### src/hdl/ssr_pkg.sv
// Shared constants and carriers for the status, service request and trigger block.
// Assumes a single 20 MHz core clock; command strobes are one-cycle pulses.
package ssr_pkg;

	// ==========================================================
	// Summary byte field positions
	localparam int BIT_OPERATION = 7;
	localparam int BIT_MASTER = 6;
	localparam int BIT_EVENT = 5;
	localparam int BIT_MESSAGE = 4;
	localparam int BIT_QUESTIONABLE = 3;
	localparam int BIT_ERROR_QUEUE = 2;

	// ==========================================================
	// Widths and reset values
	localparam int BYTE_W = 8;
	localparam int SETPOINT_W = 16;
	localparam int ERR_COUNT_W = 8;
	localparam int SUBTEST_COUNT = 8;
	localparam logic [BYTE_W-1:0] MASK_RESET = 8'h00;
	localparam logic [BYTE_W-1:0] MASK_WRITABLE = 8'hBC;
	localparam logic [BYTE_W-1:0] SELF_TEST_PASS = 8'h00;

	// ==========================================================
	// Carriers
	typedef struct packed {
		logic operation_summary;
		logic event_summary;
		logic message_available_flag;
		logic questionable_summary;
		logic [ERR_COUNT_W-1:0] error_count;
	} status_conditions_t;

	typedef struct packed {
		logic mask_write;
		logic mask_read;
		logic status_query;
		logic serial_poll;
		logic trigger_cmd;
		logic bus_get;
		logic arm_single;
		logic continuous_on;
		logic continuous_off;
		logic preset_voltage_write;
		logic preset_current_write;
		logic self_test;
		logic [SETPOINT_W-1:0] data;
	} controller_cmd_t;

	typedef struct packed {
		logic [BYTE_W-1:0] service_request_mask_reg;
		logic request_service_flag;
		logic master_prev;
		logic waiting_for_trigger;
		logic continuous_arming;
		logic trigger_pulse;
		logic [SETPOINT_W-1:0] preset_trigger_voltage;
		logic [SETPOINT_W-1:0] preset_trigger_current;
		logic [SETPOINT_W-1:0] voltage_setpoint;
		logic [SETPOINT_W-1:0] current_setpoint;
		logic [BYTE_W-1:0] reply_data;
		logic reply_valid;
	} ctrl_state_t;

endpackage

### src/hdl/status_service_request_trigger.sv
// Status summary byte, service request and trigger arming for an instrument interface.
// Assumes command strobes are one-cycle pulses synchronous to core_clk.
//
// Summary of operation
// - Eight-bit summary: operation, master, event, message, questionable bits; 1,0 unused.
// - Bit 2 set while the error queue holds at least one error.
// - Mask read returns the enable mask, same layout as summary byte.
// - Mask bit one lets matching summary bit request service; zero blocks it.
// - Status query returns summary byte with master summary in bit 6, unchanged.
// - Summary clears only when its causes clear; reading never clears it.
// - Master summary high while any enabled reason exists, low otherwise.
// - Serial poll returns request flag in bit 6 and clears that flag, unless master summary rises in the same cycle.
// - Waiting-for-trigger bit shows arming; trigger pulses only while armed.
// - Accepted trigger loads preset voltage and current, clears waiting bit.
// - With continuous arming, rearm at once and set waiting bit again.
// - Trigger command and bus GET act only while addressed as listener.
// - Self-test returns zero on full pass, else nonzero failure code.
// - Every subtest runs even after failure; each failure sets own bit.
// - Bit 6 is the OR of summary bits whose mask bit is set.
// - Mask writes ignore bit 6; it always reads back as zero.
// - After a single-armed trigger, further triggers ignored until rearmed.
`timescale 1ns/10ps
module status_service_request_trigger (
	// Clock and reset
	input wire logic core_clk,
	input wire logic sys_rst,
	// Status conditions from the rest of the card
	input wire ssr_pkg::status_conditions_t conditions,
	// Controller commands and addressing
	input wire ssr_pkg::controller_cmd_t cmd,
	input wire logic listener_addressed,
	// Subtest handshake
	output logic subtest_active,
	output logic [$clog2(ssr_pkg::SUBTEST_COUNT)-1:0] subtest_sel,
	input wire logic subtest_fail,
	// Replies to the controller
	output logic [ssr_pkg::BYTE_W-1:0] reply_data,
	output logic reply_valid,
	// Service request and trigger outputs
	output logic service_request_out,
	output logic waiting_for_trigger,
	output logic trigger_pulse,
	output logic [ssr_pkg::SETPOINT_W-1:0] voltage_setpoint,
	output logic [ssr_pkg::SETPOINT_W-1:0] current_setpoint
);

	// ==========================================================
	// Declarations
	ssr_pkg::ctrl_state_t st_reg;
	ssr_pkg::ctrl_state_t st_next;
	logic [ssr_pkg::BYTE_W-1:0] raw_summary;
	logic [ssr_pkg::BYTE_W-1:0] enabled_bits;
	logic [ssr_pkg::BYTE_W-1:0] summary_byte;
	logic master_summary;
	logic master_rise;
	logic trigger_accept;
	logic test_done;
	logic [ssr_pkg::SUBTEST_COUNT-1:0] test_code;

	// ==========================================================
	// Summary byte, purely combinational so it only clears with its causes
	always_comb begin
		raw_summary = '0; // Bits 1 and 0 stay zero
		raw_summary[ssr_pkg::BIT_OPERATION] = conditions.operation_summary;
		raw_summary[ssr_pkg::BIT_EVENT] = conditions.event_summary;
		raw_summary[ssr_pkg::BIT_MESSAGE] = conditions.message_available_flag;
		raw_summary[ssr_pkg::BIT_QUESTIONABLE] = conditions.questionable_summary;
		raw_summary[ssr_pkg::BIT_ERROR_QUEUE] = (conditions.error_count != '0);
	end

	// Per-bit enable gating
	genvar gi;
	generate
		for (gi = 0; gi < ssr_pkg::BYTE_W; gi++) begin : g_enable
			assign enabled_bits[gi] = raw_summary[gi] & st_reg.service_request_mask_reg[gi];
		end
	endgenerate

	// Master summary and full byte; no stored copy, so reads cannot clear it
	assign master_summary = |enabled_bits;
	always_comb begin
		summary_byte = raw_summary;
		summary_byte[ssr_pkg::BIT_MASTER] = master_summary;
	end
	assign master_rise = master_summary & ~st_reg.master_prev;

	// Trigger acceptance needs arming and listener addressing
	assign trigger_accept = (cmd.trigger_cmd | cmd.bus_get) & listener_addressed
		& st_reg.waiting_for_trigger;

	// ==========================================================
	// Self-test runner
	self_test_collector #(
		.NUM_SUBTESTS(ssr_pkg::SUBTEST_COUNT)
	) u_self_test (
		.core_clk(core_clk),
		.sys_rst(sys_rst),
		.start(cmd.self_test),
		.done(test_done),
		.fail_code(test_code),
		.subtest_active(subtest_active),
		.subtest_sel(subtest_sel),
		.subtest_fail(subtest_fail)
	);

	// ==========================================================
	// Next state
	always_comb begin
		st_next = st_reg;
		st_next.trigger_pulse = 1'b0;
		st_next.reply_valid = 1'b0;
		st_next.master_prev = master_summary;

		// Mask write; bit 6 cannot be programmed
		if (cmd.mask_write) begin
			st_next.service_request_mask_reg = cmd.data[ssr_pkg::BYTE_W-1:0]
				& ssr_pkg::MASK_WRITABLE;
		end

		// Poll clears the flag, but a new rising edge the same cycle wins
		if (cmd.serial_poll) begin
			st_next.request_service_flag = 1'b0;
		end
		if (master_rise) begin
			st_next.request_service_flag = 1'b1;
		end

		// Reply mux; the poll outranks the queries if two arrive together
		if (cmd.serial_poll) begin
			st_next.reply_data = summary_byte;
			st_next.reply_data[ssr_pkg::BIT_MASTER] = st_reg.request_service_flag;
			st_next.reply_valid = 1'b1;
		end else if (cmd.status_query) begin
			st_next.reply_data = summary_byte;
			st_next.reply_valid = 1'b1;
		end else if (cmd.mask_read) begin
			st_next.reply_data = st_reg.service_request_mask_reg;
			st_next.reply_valid = 1'b1;
		end else if (test_done) begin
			// Zero only if no subtest set its bit
			st_next.reply_data = test_code;
			st_next.reply_valid = 1'b1;
		end

		// Preset levels
		if (cmd.preset_voltage_write) begin
			st_next.preset_trigger_voltage = cmd.data;
		end
		if (cmd.preset_current_write) begin
			st_next.preset_trigger_current = cmd.data;
		end

		// Arming mode
		if (cmd.continuous_off) begin
			st_next.continuous_arming = 1'b0;
		end
		if (cmd.continuous_on) begin
			st_next.continuous_arming = 1'b1;
		end

		// Firing: old preset values are loaded even if rewritten this cycle
		if (trigger_accept) begin
			st_next.voltage_setpoint = st_reg.preset_trigger_voltage;
			st_next.current_setpoint = st_reg.preset_trigger_current;
			st_next.trigger_pulse = 1'b1;
			st_next.waiting_for_trigger = st_reg.continuous_arming;
		end

		// Arming commands override a clear from a trigger in the same cycle
		if (cmd.arm_single | cmd.continuous_on) begin
			st_next.waiting_for_trigger = 1'b1;
		end
	end

	// ==========================================================
	// State register
	always_ff @(posedge core_clk or posedge sys_rst) begin
		if (sys_rst) begin
			st_reg <= '0;
		end else begin
			st_reg <= st_next;
		end
	end

	assign reply_data = st_reg.reply_data;
	assign reply_valid = st_reg.reply_valid;
	assign service_request_out = st_reg.request_service_flag;
	assign waiting_for_trigger = st_reg.waiting_for_trigger;
	assign trigger_pulse = st_reg.trigger_pulse;
	assign voltage_setpoint = st_reg.voltage_setpoint;
	assign current_setpoint = st_reg.current_setpoint;
endmodule

### src/hdl/self_test_collector.sv
// Sequential self-test runner: steps through every subtest and gathers fail bits.
// Assumes subtest_fail answers for the subtest named by subtest_sel in the same cycle.
`timescale 1ns/10ps
module self_test_collector #(
	parameter int NUM_SUBTESTS = 8
) (
	// Clock and reset
	input wire logic core_clk,
	input wire logic sys_rst,
	// Control
	input wire logic start,
	output logic done,
	output logic [NUM_SUBTESTS-1:0] fail_code,
	// Subtest handshake
	output logic subtest_active,
	output logic [$clog2(NUM_SUBTESTS)-1:0] subtest_sel,
	input wire logic subtest_fail
);

	// ==========================================================
	// State
	localparam int IW = $clog2(NUM_SUBTESTS);
	typedef enum logic {ST_IDLE, ST_RUN} test_phase_t;
	typedef struct packed {
		test_phase_t phase;
		logic [IW-1:0] idx;
		logic [NUM_SUBTESTS-1:0] code;
		logic done;
	} test_state_t;
	test_state_t st_reg;
	test_state_t st_next;

	// Next state; a start while running is ignored
	always_comb begin
		st_next = st_reg;
		st_next.done = 1'b0;
		case (st_reg.phase)
			ST_IDLE: begin
				if (start) begin
					st_next.phase = ST_RUN;
					st_next.idx = '0;
					st_next.code = '0;
				end
			end
			ST_RUN: begin
				// A failure never stops the run; each fail sets its own bit
				st_next.code[st_reg.idx] = st_reg.code[st_reg.idx] | subtest_fail;
				if (st_reg.idx == IW'(NUM_SUBTESTS - 1)) begin
					st_next.phase = ST_IDLE;
					st_next.done = 1'b1;
				end else begin
					st_next.idx = st_reg.idx + 1'b1;
				end
			end
			default: st_next.phase = ST_IDLE;
		endcase
	end

	// State register
	always_ff @(posedge core_clk or posedge sys_rst) begin
		if (sys_rst) begin
			st_reg <= '0;
		end else begin
			st_reg <= st_next;
		end
	end

	assign done = st_reg.done;
	assign fail_code = st_reg.code;
	assign subtest_active = (st_reg.phase == ST_RUN);
	assign subtest_sel = st_reg.idx;

endmodule

### config.mk
export PLATFORM = sky130hd
export DESIGN_NAME = status_service_request_trigger
export DESIGN_NICKNAME = d
export VERILOG_FILES = /design/src/hdl/ssr_pkg.sv /design/src/hdl/status_service_request_trigger.sv /design/src/hdl/self_test_collector.sv
export SDC_FILE = /design/constraint.sdc
export NUM_CORES = 1
export LEC_CHECK = 0
export BUFFER_PORTS_ARGS = -buffer_cell sky130_fd_sc_hd__buf_2
export CAP_MARGIN = 20
export CORE_MARGIN = 5
export CORE_UTILIZATION = 40
export DETAILED_ROUTE_END_ITERATION = 12
export PLACE_DENSITY = 0.7
export SLEW_MARGIN = 0
export SYNTH_ARGS = -nofsm -noshare
export SYNTH_HDL_FRONTEND = slang
export SYNTH_SLANG_ARGS = --single-unit
export TNS_END_PERCENT = 1
### constraint.sdc
create_clock -name core_clk -period 3 [get_ports core_clk]
set_clock_uncertainty 0.1 [all_clocks]
set_input_delay 0.3 -clock core_clk [delete_from_list [all_inputs] [get_ports core_clk]]
set_output_delay 0.3 -clock core_clk [all_outputs]
set_load 0.02 [all_outputs]
==> results.ini <==
[run_status]
status = complete, no violations

[grt]
grt_overflow_total = 0
grt_pass1_wl_um = 13800
antenna_found_initial = 0
grt_usage_pct = 13.5
grt_pass1_vias = 2828
grt_max_degree = 61

[setup_path]
critPathMaxFanout = 16
cp_data_required_time_ns = 3.14
worst_setup_path_start_kind = register
worstSetupPathType = reg -> reg
worstSetupEndpointType = register
arrival_ns = 2.02

[synth]
seq_area_frac_synth_pct = 57.6
synth-simple-area-share_pct = 13.6
synth_top_family_by_area = simple AND/OR/NAND/NOR gates
synthArstFlopShare_pct = 100
syn_inst = 388
syn_avg_cell_area_um2 = 10.8
synth_cell_types = 39
synth_top_area_cell = dfrtp_1
ys_seq_elements = 96
synthDominantCellAreaShare_pct = 57.6
synth_edf_count = 0
synth_compound_area_share_pct = 6.92
synth.most_common_cell = nand2_1
syn_nets = 434
ys.warnings.count = 0
synthMuxAreaShare_pct = 11.3
synthTopCellsByCount = 108 x nand2_1, 96 x dfrtp_1, 40 x buf_4
synthXorXnorAreaFrac_pct = 0
ys.flop_type = dfrtp_1
synth_fa_ha_area_share_pct = 0.600
synth_area_leaders = dfrtp_1 58%, mux2_2 10%, nand2_1 9.7%, buf_4 7.2%, a21oi_1 1.3%
mappedNetlistArea_um2 = 4170

[sta]
rsz0062_at_grt = false
setup_violations = 0
worst_pin_slew_ns = 0.737
setup_slack_ns = 1.12
hold_viol = 0
maxSlewHeadroom_pct = 50.9
period_minus_slack_ns = 1.88
slew_violations = 0
period_share_pct = 62.8
setup-tns-final_ns = 0
fmax_mhz = 531

[place]
place_hpwl_um = 5930
place_congestion = 0.856
pre_cts_ws_ns = 1.14
port_buffers = 91

[drt]
drt_iter0_drc = 96
wl_um = 8360
via_count = 2795
detail_route.vias_per_cell = 4.84
dr.pass1.iters = 4
drc = 0
ant_nets = 0
wl_per_cell_um = 14.5

[clocking]
cts_buffer_depth = 2
cts.sinks = 96
cts_buffers = 9
cts_tree = built
clk_pin_slew_ns = 0.10
clk_latency_ns = 0.35
post-cts-setup-buffers = 0
post_cts_resized = 0
hold_buffers = 1
h-tree-depth = 3
clockRootBuffer = clkbuf_8

[layout]
drive_above_1_share_pct = 34.4
fill_cells = 1008
syn_to_final_growth_pct = 11.6
antenna_cells = 0
largest_register_ff_count = 39
nets = 483

[die]
dieArea_um2 = 12600
dieHeight_um = 112
start_util_pct = 40.8
top_level_ports = 92
core-area_um2 = 10200
fp-row-count = 37
fp.dieW_um = 112

[pwr]
power_density_nw_per_um2 = 724
peakVddDrop_mv = 0.459
p_leak_nw = 2.30

[hold_path]
hp-class = in -> reg

[run]
drv_cap = 0

[per-stage QoR]
| step | power (mW) | util, % | hold slack, ns | instances | area, µm² |
|---|---|---|---|---|---|
| CTS | 3.41 | 45.5 | 0.0129 | 578 | 4660 |
| detailed placement | 2.58 | 43.5 | 0.329 | 561 | 4450 |
| finish | 3.37 | 45.5 | 0.0312 | 578 | 4660 |
| global route | 3.59 | 45.5 | 0.00496 | 578 | 4660 |
| global placement | 2.55 | 43.5 | 0.324 | 561 | 4450 |
| floorplan | 2.42 | - | 0.292 | 388 | 4170 |
[cell usage in the layout (no fill, tap or decap), types with 3 or more instances in the layout]
| cell | netlist | routed |
|---|---|---|
| nand2_1 | 108 | 108 |
| dfrtp_1 | 96 | 96 |
| nand3b_1 | 5 | 5 |
| o21ai_0 | 6 | 6 |
| a21oi_1 | 11 | 11 |
| inv_1 | 10 | 9 |
| nand2b_1 | 4 | 4 |
| nor2_1 | 12 | 12 |
| buf_4 | 40 | 3 |
| buf_2 | 3 | 91 |
| clkbuf_8 | 0 | 9 |
| mux2_2 | 38 | 38 |
| a22o_1 | 3 | 3 |
| o22ai_1 | 4 | 4 |
| a221o_1 | 4 | 4 |
[worst paths after layout]
kind / start / endpoint / slack [ns] / cells past startpoint
min in group asynchronous: sys_rst / st_reg[74] / 0.51 / 3
max reg2reg: u_self_test.subtest_sel[0] / u_self_test.fail_code[4] / 1.12 / 4
max: u_self_test.subtest_sel[0] / u_self_test.fail_code[4] / 1.12 / 4
min: cmd[21] / waiting_for_trigger / 0.03 / 3
min reg2reg: st_reg[76] / service_request_out / 0.34 / 1
max in group asynchronous: sys_rst / st_reg[72] / 1.52 / 4
[cell type report]
cell class / count / area, µm² / share of cell area, %
Sequential cell: 96 / 2400 / 51.6
Multi-Input combinational cell: 223 / 1350 / 29.1
Timing Repair Buffer: 95 / 488 / 10.5
Tap cell: 136 / 170 / 3.65
Clock buffer: 9 / 124 / 2.66
Clock inverter: 7 / 71.3 / 1.53
Inverter: 12 / 47.5 / 1.02
[logic make-up (layout without fill, tap and decap cells)]
group	Yosys count	count (layout)
adders and majority gates	2	2
buffers and inverters	69	123
DFF	96	96
AOI/OAI and AO/OA	42	42
muxes	41	41
and+or+nand+nor	138	138
[routing by layer]
metal / part of all wire [%] / vias up / GRT usage [%]
li1: - / 1344 / -
met1: 46 / 1375 / 17.6
met2: 48 / 72 / 22.2
met3: 5.7 / 4 / 4.10
met4: 0.57 / 0 / 3.13
met5: 0 / - / 0
[report_power, final]
group / internal (mW) / leakage, nW / switching (mW) / total, mW
sequential: 1.51 / 1.15 / 0.216 / 1.72
combinational: 0.364 / 1.06 / 0.465 / 0.829
clock: 0.325 / 0.0926 / 0.497 / 0.822
[worst max-delay path, stage by stage, from the launching register on]
cell and delay, ns:
dfrtp_1 0.64, mux4_2 0.57, a211o_1 0.28, nand2_1 0.09, o22ai_1 0.09
(Power assumes the default switching activity.)
